--- config.mk ---
export PLATFORM = sky130hd
export DESIGN_NAME = udmah_port
export DESIGN_NICKNAME = d
export VERILOG_FILES = /design/src/hdl/udmah_pkg.sv /design/src/hdl/udmah_link_if.sv /design/src/hdl/udmah_crc.sv /design/src/hdl/udmah_port.sv /design/src/hdl/udmah_regs.sv
export SDC_FILE = /design/constraint.sdc
export NUM_CORES = 1
export LEC_CHECK = 0
export ABC_AREA = 1
export BUFFER_PORTS_ARGS = -buffer_cell sky130_fd_sc_hd__buf_2
export CAP_MARGIN = 10
export CELL_PAD_IN_SITES_DETAIL_PLACEMENT = 0
export CELL_PAD_IN_SITES_GLOBAL_PLACEMENT = 1
export CORE_UTILIZATION = 30
export CTS_CLUSTER_SIZE = 20
export DETAILED_ROUTE_END_ITERATION = 7
export PLACE_DENSITY_LB_ADDON = 0.1
export SLEW_MARGIN = 40
export SYNTH_ARGS = -nofsm -noshare
export SYNTH_HDL_FRONTEND = slang
export SYNTH_HIERARCHICAL = 1
export SYNTH_SLANG_ARGS = --single-unit
--- constraint.sdc ---
create_clock -name clk -period 3.2 [get_ports clk]
set_input_delay 0.64 -clock clk [delete_from_list [all_inputs] [get_ports clk]]
set_output_delay 0.64 -clock clk [all_outputs]
set_load 0.1 [all_outputs]
--- src/hdl/udmah_pkg.sv ---
// Purpose: Shared constants and types of the Ultra DMA host port
// Assumes: Timing fields are counted in cycles of the core clock
// Notes: Register offsets are byte addresses of the IDE I/O window

package udmah_pkg;

  // --------------------------------------------------------------
  // Register map
  // --------------------------------------------------------------
  localparam logic [7:0] OFF_C0D0 = 8'h24; // Channel 0 drive 0 timing
  localparam logic [7:0] OFF_C0D1 = 8'h2c; // Channel 0 drive 1 timing
  localparam logic [7:0] OFF_C1D0 = 8'h34; // Channel 1 drive 0 timing
  localparam logic [7:0] OFF_C1D1 = 8'h3c; // Channel 1 drive 1 timing

  localparam logic [31:0] RST_C0D0 = 32'h00077771; // Reset, first reg
  localparam logic [31:0] RST_OTHER = 32'h00017771; // Reset, the rest

  // Writable bits: reserved 30:21 always read zero
  localparam logic [31:0] WMASK_C0D0 = 32'h801fffff;
  localparam logic [31:0] WMASK_OTHER = 32'h001fffff;

  // --------------------------------------------------------------
  // Field positions
  // --------------------------------------------------------------
  localparam int PIO_FMT_BIT = 31; // PIO timing format select
  localparam int MODE_BIT = 20; // 0 multiword, 1 ultra DMA
  localparam int MW_RD_REC_LSB = 16; // Read recovery
  localparam int MW_RD_PW_LSB = 12; // Read pulse width
  localparam int MW_WR_REC_LSB = 8; // Write recovery
  localparam int MW_WR_PW_LSB = 4; // Write pulse width
  localparam int SEL_SETUP_LSB = 0; // Select setup, both modes
  localparam int U_CRC_LSB = 16; // Checksum setup
  localparam int U_OUT_LSB = 12; // Output setup
  localparam int U_CYC_LSB = 8; // Data setup and cycle time
  localparam int U_PAUSE_LSB = 4; // Ready to pause

  // --------------------------------------------------------------
  // Timing adders and checksum
  // --------------------------------------------------------------
  localparam logic [4:0] ADD_ONE = 5'h01; // Field plus one cycle
  localparam logic [4:0] ADD_TWO = 5'h02; // Field plus two cycles
  localparam logic [15:0] CRC_POLY = 16'h1021; // x^16+x^12+x^5+1
  localparam logic [15:0] CRC_SEED = 16'h4aba; // Seed per burst

  // --------------------------------------------------------------
  // Types
  // --------------------------------------------------------------
  typedef enum logic [3:0] {
    S_IDLE, S_SETUP, S_SEND, S_RECV, S_PAUSE, S_STOP, S_STB_HI,
    S_CRC_SET, S_CRC_OUT, S_MW_PULSE, S_MW_ACT, S_MW_REC
  } udmah_state_t;

  typedef struct packed {
    logic [31:0] tim0; // Timing registers
    logic [31:0] tim1;
    logic [31:0] tim2;
    logic [31:0] tim3;
    logic [31:0] rdata; // Registered read data
  } udmah_regs_t;

  typedef struct packed {
    udmah_state_t st; // Burst sequencer
    logic [4:0] cnt; // Interval counter
    logic udma; // Mode latched at burst start
    logic dir; // 1: data comes from drive
    logic pend; // Word on bus, strobe edge due
    logic dreq_m; // Synchroniser stages
    logic dreq_s;
    logic rdy_m;
    logic rdy_s;
    logic rdy_q; // Last synced ready level
    logic [15:0] din_m;
    logic [15:0] din_s;
    logic dack_n; // Cable outputs
    logic cs_n;
    logic ior_n;
    logic iow_n;
    logic [15:0] dout;
    logic doe;
    logic [15:0] rx_data; // Bus master side
    logic rx_valid;
    logic err;
  } udmah_core_t;

endpackage : udmah_pkg

--- src/hdl/udmah_link_if.sv ---
// Purpose: Carrier between the sequencer, timing registers and checksum
// Assumes: One clock domain
// Notes: Register access and checksum signals travel together

`timescale 1ns/1ps

interface udmah_link_if;
  logic [7:0] io_addr; // Register offset
  logic io_wr; // Write strobe
  logic [31:0] io_wdata; // Write data
  logic [31:0] io_rdata; // Registered read data
  logic [1:0] drive_sel; // Drive whose timing is used
  logic [31:0] timing; // Selected timing word
  logic udma_mode; // Global mode bit
  logic crc_init; // Reseed pulse
  logic crc_en; // Word strobe
  logic [15:0] crc_word; // Word to fold in
  logic [15:0] crc_val; // Running checksum

  modport core (output io_addr, io_wr, io_wdata, drive_sel, crc_init,
    crc_en, crc_word, input io_rdata, timing, udma_mode, crc_val);
  modport regs (input io_addr, io_wr, io_wdata, drive_sel,
    output io_rdata, timing, udma_mode);
  modport crc (input crc_init, crc_en, crc_word, output crc_val);
endinterface : udmah_link_if

--- src/hdl/udmah_crc.sv ---
// Purpose: Burst checksum over 16-bit words
// Assumes: One word per enable pulse
// Notes: Whole word folded in one cycle, high bit first

`timescale 1ns/1ps

module udmah_crc
  import udmah_pkg::*;
(
  input wire logic clk,
  input wire logic rstn,
  udmah_link_if.crc lnk
);

  logic [15:0] crc_r; // Running value
  logic [15:0] crc_nxt; // Next value

  // One word step of the generator
  function automatic logic [15:0] crc_step(input logic [15:0] c,
                                           input logic [15:0] d);
    logic [15:0] r;
    logic fb;
    r = c;
    for (int i = 15; i >= 0; i--) begin
      fb = r[15] ^ d[i];
      r = {r[14:0], 1'b0};
      if (fb) begin
        r = r ^ CRC_POLY;
      end
    end
    return r;
  endfunction : crc_step

  // ----------------------------------------------------------------
  // Seed at burst start, fold each valid word
  // ----------------------------------------------------------------
  always_comb begin
    crc_nxt = crc_r;
    if (lnk.crc_init) begin
      crc_nxt = CRC_SEED;
    end else if (lnk.crc_en) begin
      crc_nxt = crc_step(crc_r, lnk.crc_word);
    end
  end

  always_ff @(posedge clk or negedge rstn) begin
    if (!rstn) begin
      crc_r <= CRC_SEED;
    end else begin
      crc_r <= crc_nxt;
    end
  end

  assign lnk.crc_val = crc_r;

endmodule : udmah_crc

--- src/hdl/udmah_port.sv ---
// Purpose: Ultra DMA and multiword DMA host port of one IDE cable
// Assumes: Drive obeys its side of the burst handshake
// Notes: Cable inputs pass two flip-flops before use
//
// Operation
// Write command pin is STOP both ways
// Read command pin: host ready or strobe
// Ready pin: drive strobe or drive ready
// Other cable pins keep ordinary meaning
// Acknowledge with selects asserted, address low
// Write start: STOP off, wait drive ready
// Read start: STOP off, host ready on
// Receiver captures data on both strobe edges
// Sender pauses by holding strobe steady
// Receiver pauses by negating ready
// Burst ends only after being paused
// Host ends: STOP, drive drops request
// Drive ends: request drops, host STOPs
// Sender parks strobe high after stopping
// Checksum on bus while acknowledge rises
// Checksum covers valid strobed words only
// Drive compares checksums, reports mismatch
// Mode bit of first register picks mode
// Multiword fields: recoveries, pulses, select setup
// Ultra fields: checksum, setup, cycle, pause
// Format bit writable in first register only
// Multiword recommended values are software hints
// Ultra recommended values are software hints
// Direction bit picks transfer direction
// Transfer errors set sticky error flag
// Checksum generator and seed per burst
// Intervals counted in core clock cycles

`timescale 1ns/1ps

module udmah_port
  import udmah_pkg::*;
(
  input wire logic clk,
  input wire logic rstn,
  // Register port
  input wire logic [7:0] io_addr,
  input wire logic io_wr,
  input wire logic [31:0] io_wdata,
  output logic [31:0] io_rdata,
  // Bus master side
  input wire logic bm_enable,
  input wire logic bm_dir,
  input wire logic [1:0] drive_sel,
  input wire logic tx_valid,
  input wire logic [15:0] tx_data,
  output logic tx_ready,
  output logic [15:0] rx_data,
  output logic rx_valid,
  input wire logic rx_ready,
  input wire logic bm_err_clr,
  output logic bm_err,
  output logic bm_active,
  // Cable side
  input wire logic drive_dma_request,
  input wire logic channel_ready_pin,
  input wire logic [15:0] cable_data_bus_in,
  output logic [15:0] cable_data_bus_out,
  output logic cable_data_bus_oe,
  output logic host_dma_acknowledge_n,
  output logic chip_select_0_n,
  output logic chip_select_1_n,
  output logic [2:0] register_address_lines,
  output logic read_command_pin_n,
  output logic write_command_pin_n
);

  udmah_link_if lnk (); // Carrier to the helpers
  udmah_core_t s_r; // Registered state
  udmah_core_t s_nxt; // Next state
  logic done; // Interval expired
  logic edge_seen; // Synced ready pin changed
  logic take; // Capture a word from the drive
  logic crc_init; // Reseed checksum
  logic crc_en; // Fold a word
  logic [15:0] crc_word; // Word to fold
  logic set_err; // Error event this cycle

  // ----------------------------------------------------------------
  // Helpers
  // ----------------------------------------------------------------
  udmah_regs u_regs (.clk(clk), .rstn(rstn), .lnk(lnk.regs));
  udmah_crc u_crc (.clk(clk), .rstn(rstn), .lnk(lnk.crc));

  assign lnk.io_addr = io_addr;
  assign lnk.io_wr = io_wr;
  assign lnk.io_wdata = io_wdata;
  assign lnk.drive_sel = drive_sel;
  assign lnk.crc_init = crc_init;
  assign lnk.crc_en = crc_en;
  assign lnk.crc_word = crc_word;
  assign io_rdata = lnk.io_rdata;

  // Load value for a timing field plus its fixed adder
  function automatic logic [4:0] ld(input logic [31:0] t, input int lsb,
                                    input logic [4:0] add);
    ld = {1'b0, t[lsb +: 4]} + add;
  endfunction : ld

  // ----------------------------------------------------------------
  // Sequencer
  // ----------------------------------------------------------------
  always_comb begin
    s_nxt = s_r;
    tx_ready = 1'b0;
    crc_init = 1'b0;
    crc_en = 1'b0;
    crc_word = s_r.din_s;
    set_err = 1'b0;
    take = 1'b0;
    s_nxt.rx_valid = 1'b0;
    // Synchronisers: first stage read only by second
    s_nxt.dreq_m = drive_dma_request;
    s_nxt.dreq_s = s_r.dreq_m;
    s_nxt.rdy_m = channel_ready_pin;
    s_nxt.rdy_s = s_r.rdy_m;
    s_nxt.rdy_q = s_r.rdy_s;
    s_nxt.din_m = cable_data_bus_in;
    s_nxt.din_s = s_r.din_m;
    done = (s_r.cnt == 5'h00);
    edge_seen = (s_r.rdy_s != s_r.rdy_q);
    if (!done) begin
      s_nxt.cnt = s_r.cnt - 5'h01;
    end
    case (s_r.st)
      S_IDLE: begin
        // Drive requests, host answers when the master is enabled
        if (bm_enable && s_r.dreq_s) begin
          s_nxt.st = S_SETUP;
          s_nxt.cs_n = 1'b0;
          s_nxt.dir = bm_dir;
          s_nxt.udma = lnk.udma_mode;
          s_nxt.cnt = ld(lnk.timing, SEL_SETUP_LSB, ADD_ONE);
          crc_init = 1'b1;
        end
      end
      S_SETUP: begin
        // Request withdrawn before acknowledge is a protocol fault
        if (!s_r.dreq_s) begin
          set_err = 1'b1;
          s_nxt.cs_n = 1'b1;
          s_nxt.st = S_IDLE;
        end else if (done) begin
          s_nxt.dack_n = 1'b0;
          if (!s_r.udma) begin
            s_nxt.st = S_MW_PULSE;
          end else if (s_r.dir) begin
            s_nxt.iow_n = 1'b0;
            s_nxt.ior_n = !rx_ready;
            s_nxt.st = S_RECV;
          end else begin
            s_nxt.iow_n = 1'b0;
            s_nxt.ior_n = 1'b1;
            s_nxt.pend = 1'b0;
            s_nxt.st = S_SEND;
          end
        end
      end
      S_SEND: begin
        // Host is sender; strobe is the read command pin
        if (s_r.pend) begin
          if (done) begin
            s_nxt.ior_n = !s_r.ior_n;
            s_nxt.pend = 1'b0;
            s_nxt.cnt = ld(lnk.timing, U_CYC_LSB, ADD_TWO);
          end
        end else if (!s_r.dreq_s) begin
          s_nxt.iow_n = 1'b1;
          s_nxt.st = S_STB_HI;
        end else if (!bm_enable) begin
          s_nxt.iow_n = 1'b1;
          s_nxt.st = S_STOP;
        end else if (done && !s_r.rdy_s && tx_valid) begin
          // Drive ready low means it accepts; else strobe held
          tx_ready = 1'b1;
          s_nxt.dout = tx_data;
          s_nxt.doe = 1'b1;
          crc_en = 1'b1;
          crc_word = tx_data;
          s_nxt.pend = 1'b1;
          s_nxt.cnt = ld(lnk.timing, U_OUT_LSB, ADD_ONE);
        end
      end
      S_RECV: begin
        // Host is receiver; ready follows bus master space
        s_nxt.ior_n = !rx_ready;
        if (!s_r.dreq_s) begin
          s_nxt.iow_n = 1'b1;
          s_nxt.ior_n = 1'b1;
          s_nxt.st = S_STB_HI;
        end else if (!bm_enable) begin
          s_nxt.ior_n = 1'b1;
          s_nxt.cnt = ld(lnk.timing, U_PAUSE_LSB, ADD_ONE);
          s_nxt.st = S_PAUSE;
        end
      end
      S_PAUSE: begin
        // Drive may still strobe words until the pause settles
        if (!s_r.dreq_s) begin
          s_nxt.iow_n = 1'b1;
          s_nxt.st = S_STB_HI;
        end else if (done) begin
          s_nxt.iow_n = 1'b1;
          s_nxt.st = S_STOP;
        end
      end
      S_STOP: begin
        // Wait for the drive to drop its request
        if (!s_r.dreq_s) begin
          s_nxt.st = S_STB_HI;
        end
      end
      S_STB_HI: begin
        // Sender parks strobe high before the checksum
        if (!s_r.dir) begin
          s_nxt.ior_n = 1'b1;
          s_nxt.cnt = ld(lnk.timing, U_CRC_LSB, ADD_ONE);
          s_nxt.st = S_CRC_SET;
        end else if (s_r.rdy_s && !edge_seen) begin
          s_nxt.cnt = ld(lnk.timing, U_CRC_LSB, ADD_ONE);
          s_nxt.st = S_CRC_SET;
        end
      end
      S_CRC_SET: begin
        // Checksum set up on the bus, then acknowledge rises
        s_nxt.dout = lnk.crc_val;
        s_nxt.doe = 1'b1;
        if (done) begin
          s_nxt.dack_n = 1'b1;
          s_nxt.cnt = ADD_ONE;
          s_nxt.st = S_CRC_OUT;
        end
      end
      S_CRC_OUT: begin
        // Hold data past the acknowledge edge, then release
        if (done) begin
          s_nxt.doe = 1'b0;
          s_nxt.cs_n = 1'b1;
          s_nxt.iow_n = 1'b1;
          s_nxt.ior_n = 1'b1;
          s_nxt.st = S_IDLE;
        end
      end
      S_MW_PULSE: begin
        // Multiword: one command pulse per word while requested
        if (!s_r.dreq_s || !bm_enable) begin
          s_nxt.dack_n = 1'b1;
          s_nxt.cs_n = 1'b1;
          s_nxt.doe = 1'b0;
          s_nxt.st = S_IDLE;
        end else if (s_r.dir && rx_ready) begin
          s_nxt.ior_n = 1'b0;
          s_nxt.cnt = ld(lnk.timing, MW_RD_PW_LSB, ADD_ONE);
          s_nxt.st = S_MW_ACT;
        end else if (!s_r.dir && tx_valid) begin
          tx_ready = 1'b1;
          s_nxt.dout = tx_data;
          s_nxt.doe = 1'b1;
          s_nxt.iow_n = 1'b0;
          s_nxt.cnt = ld(lnk.timing, MW_WR_PW_LSB, ADD_ONE);
          s_nxt.st = S_MW_ACT;
        end
      end
      S_MW_ACT: begin
        // End of pulse: read word taken, recovery begins
        if (done) begin
          if (s_r.dir) begin
            take = 1'b1;
            s_nxt.ior_n = 1'b1;
            s_nxt.cnt = ld(lnk.timing, MW_RD_REC_LSB, ADD_ONE);
          end else begin
            s_nxt.iow_n = 1'b1;
            s_nxt.cnt = ld(lnk.timing, MW_WR_REC_LSB, ADD_ONE);
          end
          s_nxt.st = S_MW_REC;
        end
      end
      S_MW_REC: begin
        if (done) begin
          s_nxt.st = S_MW_PULSE;
        end
      end
      default: s_nxt.st = S_IDLE;
    endcase
    // Drive strobe edges while acknowledged carry read words
    if (s_r.udma && s_r.dir && !s_r.dack_n && edge_seen &&
        (s_r.st == S_RECV || s_r.st == S_PAUSE ||
         s_r.st == S_STOP || s_r.st == S_STB_HI)) begin
      take = 1'b1;
      crc_en = 1'b1;
    end
    if (take) begin
      s_nxt.rx_data = s_r.din_s;
      s_nxt.rx_valid = 1'b1;
      // No buffer here: a word with no room is lost
      if (!rx_ready) begin
        set_err = 1'b1;
      end
    end
    // Set wins over clear
    s_nxt.err = (s_r.err && !bm_err_clr) || set_err;
  end

  // Register state
  always_ff @(posedge clk or negedge rstn) begin
    if (!rstn) begin
      s_r <= '{st: S_IDLE, dack_n: 1'b1, cs_n: 1'b1, ior_n: 1'b1,
               iow_n: 1'b1, rdy_m: 1'b1, rdy_s: 1'b1, rdy_q: 1'b1,
               default: '0};
    end else begin
      s_r <= s_nxt;
    end
  end

  // ----------------------------------------------------------------
  // Outputs
  // ----------------------------------------------------------------
  assign cable_data_bus_out = s_r.dout;
  assign cable_data_bus_oe = s_r.doe;
  assign host_dma_acknowledge_n = s_r.dack_n;
  assign chip_select_0_n = s_r.cs_n;
  assign chip_select_1_n = s_r.cs_n;
  assign register_address_lines = 3'h0;
  assign read_command_pin_n = s_r.ior_n;
  assign write_command_pin_n = s_r.iow_n;
  assign rx_data = s_r.rx_data;
  assign rx_valid = s_r.rx_valid;
  assign bm_err = s_r.err;
  assign bm_active = (s_r.st != S_IDLE);

endmodule : udmah_port

--- src/hdl/udmah_regs.sv ---
// Purpose: Four per-drive DMA timing registers
// Assumes: Read data appears one cycle after the address
// Notes: Unmapped offsets read as zero

`timescale 1ns/1ps

module udmah_regs
  import udmah_pkg::*;
(
  input wire logic clk,
  input wire logic rstn,
  udmah_link_if.regs lnk
);

  udmah_regs_t s_r; // Register state
  udmah_regs_t s_nxt; // Next state
  logic [31:0] view [4]; // Values as software reads them

  // ----------------------------------------------------------------
  // Read view and selection
  // ----------------------------------------------------------------
  // Format bit of the other drives mirrors the first register
  always_comb begin
    view[0] = s_r.tim0;
    view[1] = {s_r.tim0[PIO_FMT_BIT], s_r.tim1[30:0]};
    view[2] = {s_r.tim0[PIO_FMT_BIT], s_r.tim2[30:0]};
    view[3] = {s_r.tim0[PIO_FMT_BIT], s_r.tim3[30:0]};
  end

  assign lnk.timing = view[lnk.drive_sel];
  assign lnk.udma_mode = s_r.tim0[MODE_BIT];
  assign lnk.io_rdata = s_r.rdata;

  // ----------------------------------------------------------------
  // Write and read decode
  // ----------------------------------------------------------------
  always_comb begin
    s_nxt = s_r;
    if (lnk.io_wr) begin
      case (lnk.io_addr)
        OFF_C0D0: s_nxt.tim0 = lnk.io_wdata & WMASK_C0D0;
        OFF_C0D1: s_nxt.tim1 = lnk.io_wdata & WMASK_OTHER;
        OFF_C1D0: s_nxt.tim2 = lnk.io_wdata & WMASK_OTHER;
        OFF_C1D1: s_nxt.tim3 = lnk.io_wdata & WMASK_OTHER;
        default: ; // Unmapped writes dropped
      endcase
    end
    case (lnk.io_addr)
      OFF_C0D0: s_nxt.rdata = view[0];
      OFF_C0D1: s_nxt.rdata = view[1];
      OFF_C1D0: s_nxt.rdata = view[2];
      OFF_C1D1: s_nxt.rdata = view[3];
      default: s_nxt.rdata = 32'h00000000;
    endcase
  end

  // Register state
  always_ff @(posedge clk or negedge rstn) begin
    if (!rstn) begin
      s_r <= {RST_C0D0, RST_OTHER, RST_OTHER, RST_OTHER, 32'h00000000};
    end else begin
      s_r <= s_nxt;
    end
  end

endmodule : udmah_regs
# == Word-level counts from Yosys, hierarchy flattened ==
# Index checks and enable logic that the tools add are counted.
# totals
in_bits,84
reg_bits,221
wordCells,321
# classes
reduce_logical,49
addsub,7
n_bitwise,33
eq_ne,50
magnitude_cmp,1
n_mux,154
# op_table
op,count
$mux W16,37
$mux W13,16
$pmux W32 S4,1
$mux W18,4
$bmux W32 S2,1
$mux W9,7
$mux W4,13
$ne A2 B2 Y1 const B,26
$mux W17,3
$not A3 Y3,16
$pmux W16 S3,1
$pmux W4 S12,1
$mux W5,9
$mux W1,43
$mux W20,2
$pmux W5 S7,1
$eq A8 B6 Y1 const B,4
$add A4 B1 Y5 const B,5
$ne A3 B3 Y1 const B,7
$eq A4 B3 Y1 const B,4
$eq A4 B4 Y1 const B,4
$reduce_and A8 Y1,2
$xor A1 B1 Y1,16
$reduce_and A5 Y1,3
other kinds (28),68

# == Logic depth before layout (Yosys ltp) ==
# Gate-level depths: netlist of the first run.
# depth
depth_word,72
mapped_depth,23
depth_no_buf,21

# == By module ==
# The synthesis of the first run kept the hierarchy.
# by_module_without_submodules
module,cells_per_inst,seq_area_each_um2,n_inst,area_each_um2
udmah_regs,706,2735.1,1,5750.5
udmah_port,749,2210.9,1,5459.0
udmah_crc,202,410.4,1,1392.6

# == Worst setup path after synthesis of the first run ==
# No wires, ideal clock.
# synth_path
kind,input port to output port
start,input port bm_enable
end,output port tx_ready
path_stages,5
required_ns,2.560
t_arrival_ns,3.208
slack_ns,-0.648
path_cell_list,nand2_1 -> buf_2 -> inv_2 -> nand2_1 -> o21ai_0
# synth_between
elab_chain_cells,4
# synth_lines
item,line_no,text
"start, declared",udmah_port.sv:47,"input wire logic bm_enable,"
$mux W1 / $logic_not A1 Y1 (equally long branches),"udmah_port.sv:175, udmah_port.sv:251",
$mux W1 / $logic_or A1 B1 Y1 (equally long branches),"udmah_port.sv:172, udmah_port.sv:251",
"$mux W1, on equally long branches","udmah_port.sv:166, udmah_port.sv:251",
$pmux W1 S2 *,udmah_port.sv:130,case (s_r.st)
"end, declared",udmah_port.sv:52,"output logic tx_ready,"
# Mark *: on every way between the ends. The rest lies on a longest branch, timed or not.

==> results of run 1 <==
-- worst max-delay path, delay by kind of cell (launching register included) --
family,cells,cell delay (ns)
buf+inv,3,0.51
flops,1,0.42
simple gates,3,0.44
fa+ha+maj,1,0.26
compound gates,1,0.17
-- worst paths after layout --
kind | endpoint | slack (ns) | cells past startpoint
worst max register to register | u_crc/lnk.crc_val[15] | 0.29 | 21
max in group asynchronous | u_regs/s_r[45] | 2.22 | 2
worst min register to register | s_r[45] | 0.35 | 0
min in group clk | s_nxt[72] | 0.18 | 1
worst min-delay path | s_r[86] | 0.04 | 1
worst max-delay path | tx_ready | 0.18 | 8
-- state kept, by name (all words and copies together), names as in the netlist --
name / cells
u_crc/lnk.crc_val: 16
bm_err: 1
rx_valid: 1
read_command_pin_n: 1
cable_data_bus_oe: 1
host_dma_acknowledge_n: 1
u_regs/lnk.udma_mode: 1
s_nxt: 19
s_r: 30
u_regs/s_r: 84
cable_data_bus_out: 16
write_command_pin_n: 1
u_regs/lnk.io_rdata: 22
chip_select_0_n: 1
rx_data: 16
-- power by group --
part           internal, mW  switching (mW)
clock                  2.04            1.26
combinational          1.07            3.72
sequential             3.09           0.265
-- final cells by class --
| type | instances | share of cell area (%) |
|---|---|---|
| sequential | 211 | 37.3 |
| timing repair buffer | 177 | 7.35 |
| tap | 532 | 4.64 |
| multi-input combinational | 1112 | 38.8 |
| clock inverter | 12 | 1.26 |
| antenna | 1 | 0.0174 |
| inverter | 195 | 5.12 |
| clock buffer | 38 | 5.48 |
-- per-layer routing --
layer | wire length (um) | global-route usage (%) | vias to the layer above
met5 | 0 | 0 | -
met4 | 641 | 4.41 | 0
met3 | 1560 | 2.37 | 41
met2 | 18200 | 30.6 | 204
met1 | 18700 | 26.0 | 5011
li1 | - | - | 5358
-- cell usage in the layout, fill, tap and decap left out, types with 13 or more instances in the layout --
cell,n
sky130_fd_sc_hd__conb_1,13
sky130_fd_sc_hd__dfrtp_1,150
sky130_fd_sc_hd__buf_2,135
sky130_fd_sc_hd__o211ai_1,21
sky130_fd_sc_hd__nand3_1,154
sky130_fd_sc_hd__o22ai_1,22
sky130_fd_sc_hd__nand2_2,27
sky130_fd_sc_hd__inv_1,179
sky130_fd_sc_hd__o21ai_2,22
sky130_fd_sc_hd__nand4_1,16
sky130_fd_sc_hd__nor2_1,119
sky130_fd_sc_hd__buf_4,36
sky130_fd_sc_hd__xor2_1,16
sky130_fd_sc_hd__inv_2,13
sky130_fd_sc_hd__dfstp_2,61
sky130_fd_sc_hd__o21ai_1,70
sky130_fd_sc_hd__a21oi_1,30
sky130_fd_sc_hd__o21ai_0,88
sky130_fd_sc_hd__or2_2,13
sky130_fd_sc_hd__nand2_1,421
sky130_fd_sc_hd__clkbuf_16,27
-- per-stage QoR --
| stage | instance area [um2] | util (%) | hold slack (ns) |
|---|---|---|---|
| final | 14400 | 35.1 | 0.0445 |
| after global routing | 14400 | 35.1 | 0.105 |
| after CTS | 14300 | 35.0 | 0.0885 |
| after detailed placement | 13400 | 32.7 | 0.335 |
| after global placement | 13400 | 32.6 | 0.333 |
| after floorplan | 12500 | - | 0.331 |
-- repair_timing --
item                       in CTS  in global routing
hold buffers                    0                  0
resized for setup               0                  2
setup endpoints to repair       0                  4
==> results by stage, run 1 <==
Status:
- The run finished with clean final reports.

Placement:
- Detailed placement finished with a half-perimeter wire length of 27500 um.
- After detailed placement, the design holds a cell count of 2227.
- The final RePlAce weighted congestion is 0.855.
- The total of buffers placed on input and output ports is 137.
- The worst slack at placement is 0.204 ns.

Synthesis:
- Each instance of the synthesized netlist takes up on average 7.61 um2.
- The number of synthesis warnings is 6.
- The post-synthesis instance area is 12500 um2.
- Synthesis produced 1641 cells.

Hold path:
- The path type of the worst min-delay path is input pin to asynchronous set/reset pin.

Clocking:
- Buffers inserted during clock tree synthesis total 27.
- The tree is rooted in a sky130_fd_sc_hd__clkbuf_16.
- Counting along the longest clock path gives a buffer depth of 3.
- At the later pin of the worst-skew pair, clock insertion delay measures 0.57 ns.
- Clock tree synthesis found a total of 211 sinks.
- The clock edge transition at the registers on the reported setup and hold paths is 0.06 ns.
- The CTS tree is done.
- The depth of the CTS H-tree is 1.
- After clock tree synthesis, the setup repair step added 0 buffers.

STA:
- The share of the clock period used by the worst path after layout is 94.2%.
- The shortest clock period the worst path allows after layout is 3.02 ns.
- The number of pins with negative max-slew slack in the final report was 0.
- The worst pin sits at a relative slew slack of 53.2%.
- The count of final setup violators is 0.
- The maximum clock frequency is 332 MHz.
- Setup slack closes at 0.184 ns.
- The hold violation total from the final report was 0.
- On the final layout, the worst clock skew is 0.0136 ns.
- The actual slew at the worst max-slew pin is 0.702 ns.
- The final total negative setup slack is 0 ns.

Setup path:
- STA classifies the critical path startpoint as a flop.
- Data arrives at the worst endpoint at 2.38 ns.
- Walking the worst path, the cells encountered are inv_1 > ha_1 > nand3_1 > nor3_2 > nand2_1 > buf_4 > o21ai_1 > buf_12.
- The launch point of the critical path is s_r[79].
- The type of element capturing the critical path is an output pin.
- The critical path data required time is 2.56 ns.
- Along the worst path, the maximum fanout reaches 12.
- The critical path class is flop to output pin.
- The origin of the critical flop-to-flop path is s_r[79].
- On the critical path, the stage with the largest delay is an instance of sky130_fd_sc_hd__dfrtp_1.
- The largest single stage delay on the critical path is 0.42 ns.

Routing:
- The count of antenna-violating nets left after detailed routing is 0.
- The first TritonRoute pass finished after 5 iterations.
- The initial detailed-routing violation count is 617.
- In the routed layout, each cell is associated on average with a via count of 4.66.
- The via count is 10600.
- For this block, the routed nets add up to 39200 um of wire.
- The per-cell routed wire length is 17.2 um.
- For this run, design rule violations remaining after detail routing come to 0.

Floorplanning:
- The floorplan die height is 206 um.
- In this run the standard cell core region covers 40900 um2.
- 161 I/O pins were placed.
- The effective utilization at floorplan is 30.5%.
- Measured along the x axis, the die boundary spans 206 um.
- The number of rows in the core area is 74.
- The area of the die is 42500 um2.

Global route:
- The via count of the first global-routing pass is 10500.
- The remaining global-route overflow is 0.
- The overall fraction of global-route tracks in use is 18.7%.
- The number of antenna violations at the first check in global routing was 0.
- Entering global routing, the biggest net connects 75 pins.
- The first global-routing pass estimated 61100 um of wire.

Cells and area:
- The multi-input combinational cells in the finished layout cover a total of 5580 um2.
- The number of standard cells in the layout, taps in and fillers out is 2278.
- The filler cell count is 4425.
- The fraction of layout cells with a size suffix above 1 is 22.3%.
- In the final design database the tool counted 1817 nets.
- The synthesis-to-finish area growth is 14.9%.
- The total area of sequential cells is 5360 um2.

Pwr:
- The largest vdd supply drop is 369 uV.
- The total power after layout is 11.5 mW.
- In this run the power density over the cells is 797 nW/um2.
- The cell leakage power is 7.32 nW.

Flow run:
- The number of max-capacitance violations reported is 0.
Power figures use the tool's default switching activity.
==> run 2, diff against run 1 <==
--- a/config.mk
+++ b/config.mk
@@ -8,12 +8,9 @@
 export ABC_AREA = 1
 export BUFFER_PORTS_ARGS = -buffer_cell sky130_fd_sc_hd__buf_2
 export CAP_MARGIN = 10
-export CELL_PAD_IN_SITES_DETAIL_PLACEMENT = 0
-export CELL_PAD_IN_SITES_GLOBAL_PLACEMENT = 1
 export CORE_UTILIZATION = 30
 export CTS_CLUSTER_SIZE = 20
 export DETAILED_ROUTE_END_ITERATION = 7
-export PLACE_DENSITY_LB_ADDON = 0.1
 export SLEW_MARGIN = 40
 export SYNTH_ARGS = -nofsm -noshare
 export SYNTH_HDL_FRONTEND = slang
==> results by stage, run 2 (synthesized netlist as in run 1, its figures left out) <==
Status:
- The run finished with clean final reports.

Routing:
- The per-cell routed wire length is 15.9 um (-7.6%).
- The detailed-route vias per instance was 4.80 (+3.0%).
- The detailed-router iteration count before antenna repair is 5 (unchanged).
- The via count was 11000 (+3.5%).
- The residual DRC count is 0 (unchanged).
- The initial detailed-routing violation count is 844 (+37%).
- The count of antenna-violating nets left after detailed routing is 0 (unchanged).
- The overall routed net length is 36300 um (-7.2%).

Pwr:
- The part of the total power dissipated in the clock network is 25.1% (-3.8 points).
- The internal portion of total power is 5.74 mW (-7.4%).
- The power dissipated by switching net loads is 5.12 mW (-2.5%).
- The largest vdd supply drop is 360 uV (-2.6%).
- The total power after layout was 10.9 mW (-5.2%).
- The power density of the placed cells is 760 nW/um2 (-4.6%).
- The portion of total power attributed to sequential cells is 30.9% (+1.6 points).
- The switching power as a share of total power is 47.2% (+1.3 points).
- The combinational share of power is 44.0% (+2.1 points).
- The cell leakage power came to 7.30 nW (-0.31%).

Clocking:
- CTS placed an instance of sky130_fd_sc_hd__clkbuf_16 at the clock tree root.
- The depth of the CTS H-tree was 1 (unchanged).
- The CTS tree is done.
- The clock edge transition at the registers on the reported setup and hold paths was 0.06 ns (about the same).
- The clock buffer count from CTS is 25 (-7.4%).
- The maximum clock insertion buffer count came to 3 (unchanged).
- The count of clock tree sinks was 211 (unchanged).
- The clock latency reported for the late side of the worst-skew pair was 0.55 ns (-0.02 ns).
- The count of hold buffers inserted by post-cts repair is 0 (unchanged).

Setup path:
- The critical path data required time is 2.56 ns (about the same).
- The data arrival time at the worst-slack endpoint is 2.41 ns (+0.03 ns).
- The worst setup path is launched from a flop.
- The combined buffer and inverter count along the critical path is 3 (unchanged).
- The critical-path maximum fanout was 35 (+23).
- STA classifies the critical path endpoint as an output pin.
- The library cell contributing the largest single delay on the critical path is sky130_fd_sc_hd__dfrtp_1.
- The cell family contributing the most delay on the critical path is buffers and inverters.
- Traced cell by cell, the critical path runs through inv_2 > ha_4 > nand3_1 > nor3_2 > nand2_1 > buf_12 > o21ai_1 > buf_12.
- The cell repeated most along the worst path is sky130_fd_sc_hd__buf_12.
- The critical path is of the flop to output pin type.
- The peak per-stage delay on the critical path is 0.43 ns (about the same).

STA:
- The hold violation total from the final report came to 0 (unchanged).
- The shortest clock period the worst path allows after layout is 3.05 ns (+0.0335 ns).
- The share of the clock period used by the worst path after layout is 95.3% (+1.0 points).
- The maximum clock frequency came to 328 MHz (-1.1%).
- The worst slew margin relative to its limit came to 53.5% (+0.31 points).
- The number of pins with negative max-slew slack in the final report was 0 (unchanged).
- The actual slew at the worst max-slew pin is 0.698 ns (-0.00463 ns).
- The count of final setup violators came to 0 (unchanged).
- The clock skew after layout is 0.0206 ns (+0.00693 ns).

Hold path:
- The path class of the tightest hold or removal check is input pin to asynchronous set/reset pin.

Floorplanning:
- The area of the core region came to 40900 um2 (unchanged).
- The effective utilization at floorplan came to 30.5% (unchanged).
- The area of the die was 42500 um2 (unchanged).
- The top-level port count is 161 (unchanged).
- The floorplan die height came to 206 um (unchanged).
- The width of the chip is 206 um (unchanged).
- The number of rows in the core area came to 74 (unchanged).

Global route:
- The largest net degree at the start of global routing is 75 (unchanged).
- The remaining global-route overflow came to 0 (unchanged).
- The global-route wire length before repair came to 57600 um (-5.6%).
- The via count of the first global-routing pass is 10500 (-0.72%).
- The overall fraction of global-route tracks in use was 17.2% (-1.5 points).
- The number of antenna violations at the first check in global routing is 1 (+1).

Placement:
- The final RePlAce weighted congestion is 0.919 (+7.5%).
- The placed wire-length estimate came to 26200 um (-4.9%).
- The total of buffers placed on input and output ports is 137 (unchanged).

Cells and area:
- The library cell used most frequently in the layout, excluding fill and tap cells, is sky130_fd_sc_hd__nand2_1.
- The flip-flop count of the largest register after layout is 84 (unchanged).
- The total number of nets in the final design is 1828 (+0.61%).
- The final design utilization was 34.9% (-0.19 points).
- The top cell types in the final layout, fill and taps aside, are 421 x sky130_fd_sc_hd__nand2_1, 178 x sky130_fd_sc_hd__inv_1, 154 x sky130_fd_sc_hd__nand3_1.
- The fraction of layout cells with a size suffix above 1 is 22.5% (+0.17 points).
- The synthesis-to-finish area growth is 14.3%.
- Ranked by flip-flop count, first place goes to u_regs/s_r.

Flow run:
- The number of max-capacitance violations reported came to 0 (unchanged).
run 2: changes by cell type in the layout (fill, tap and decap cells not counted), moves of 2 or more:
| cell | before | now |
|---|---|---|
| sky130_fd_sc_hd__buf_4 | 36 | 47 |
| sky130_fd_sc_hd__bufinv_16 | 4 | 0 |
| sky130_fd_sc_hd__clkbuf_1 | 4 | 8 |
| sky130_fd_sc_hd__buf_12 | 4 | 6 |
| sky130_fd_sc_hd__clkbuf_16 | 27 | 25 |
| sky130_fd_sc_hd__clkbuf_8 | 7 | 5 |
run 2: per-layer routing:
metal,track usage [%],wire (um),share of wire (%)
met1,23.6,16300,45
met2,28.3,17100,47
met3,2.68,2250,6.2
met4,4.12,619,1.7
met5,0,0,0
run 2: layout make-up:
| cell class | count | area (um2) |
|---|---|---|
| Antenna cell | 2 | 5.00 |
| Clock buffer | 38 | 724 |
| Clock inverter | 8 | 50.0 |
| Fill cell | 4340 | 26600 |
| Inverter | 195 | 734 |
| Multi-Input combinational cell | 1112 | 5570 |
| Sequential cell | 211 | 5360 |
| Tap cell | 532 | 666 |
| Timing Repair Buffer | 190 | 1180 |
run 2: power by group through the flow:
| stage | Clock (mW) | Combinational [mW] | Sequential (mW) |
|---|---|---|---|
| floorplan | 0 | 3.78 | 3.55 |
| global placement | 0 | 4.72 | 3.39 |
| detailed placement | 0 | 4.74 | 3.40 |
| CTS | 2.79 | 4.76 | 3.36 |
| global route | 2.91 | 5.16 | 3.41 |
| finish | 2.72 | 4.78 | 3.36 |
run 2: timing repair:
action,4_1_cts,5_1_grt
gates resized for setup,0,3
buffers inserted,0,1
endpoints found under the setup margin,0,9
run 2: per-stage QoR:
step	cells	setup slack [ns]	instance area [um2]	hold WS [ns]	TNS (ns)
4_1_cts	2285	0.0455	14300	0.0719	0
3_3_place_gp	2238	0.303	13500	0.333	0
6_report	2288	0.151	14300	0.0637	0
5_1_grt	2286	-0.0163	14300	0.108	-0.0163
2_1_floorplan	1652	0.110	12500	0.331	0
3_5_place_dp	2239	0.257	13500	0.335	0
run 2: path summary, 6_finish.rpt:
check | from | to | slack (ns) | cells after the start
min reg2reg | s_nxt[42] | s_r[42] | 0.35 | 0
max | s_r[79] | tx_ready | 0.15 | 8
max reg2reg | s_r[79] | u_crc/lnk.crc_val[8] | 0.33 | 21
max in group asynchronous | rstn | u_regs/s_r[134] | 2.27 | 2
min | rstn | u_regs/lnk.io_rdata[16] | 0.06 | 1
min in group clk | cable_data_bus_in[4] | s_nxt[43] | 0.20 | 1
run 2: worst register-to-register path: stages, from the launching register on:
cell and delay, ns:
sky130_fd_sc_hd__dfrtp_1 0.43, sky130_fd_sc_hd__inv_2 0.13, sky130_fd_sc_hd__ha_4 0.18, sky130_fd_sc_hd__nand3_1 0.16, sky130_fd_sc_hd__nor3_2 0.22, sky130_fd_sc_hd__nand2_1 0.12
sky130_fd_sc_hd__buf_12 0.18, sky130_fd_sc_hd__o21ai_0 0.16, sky130_fd_sc_hd__inv_1 0.08, sky130_fd_sc_hd__inv_1 0.07, sky130_fd_sc_hd__nand2_1 0.06, sky130_fd_sc_hd__nand2_2 0.11
sky130_fd_sc_hd__nand2_1 0.12, sky130_fd_sc_hd__nand2_2 0.11, sky130_fd_sc_hd__nand2_1 0.06, sky130_fd_sc_hd__nand2_2 0.13, sky130_fd_sc_hd__inv_2 0.07, sky130_fd_sc_hd__nand2_1 0.10
sky130_fd_sc_hd__nand2_1 0.10, sky130_fd_sc_hd__nand2_1 0.07, sky130_fd_sc_hd__nand3_1 0.08, sky130_fd_sc_hd__nand2_1 0.07
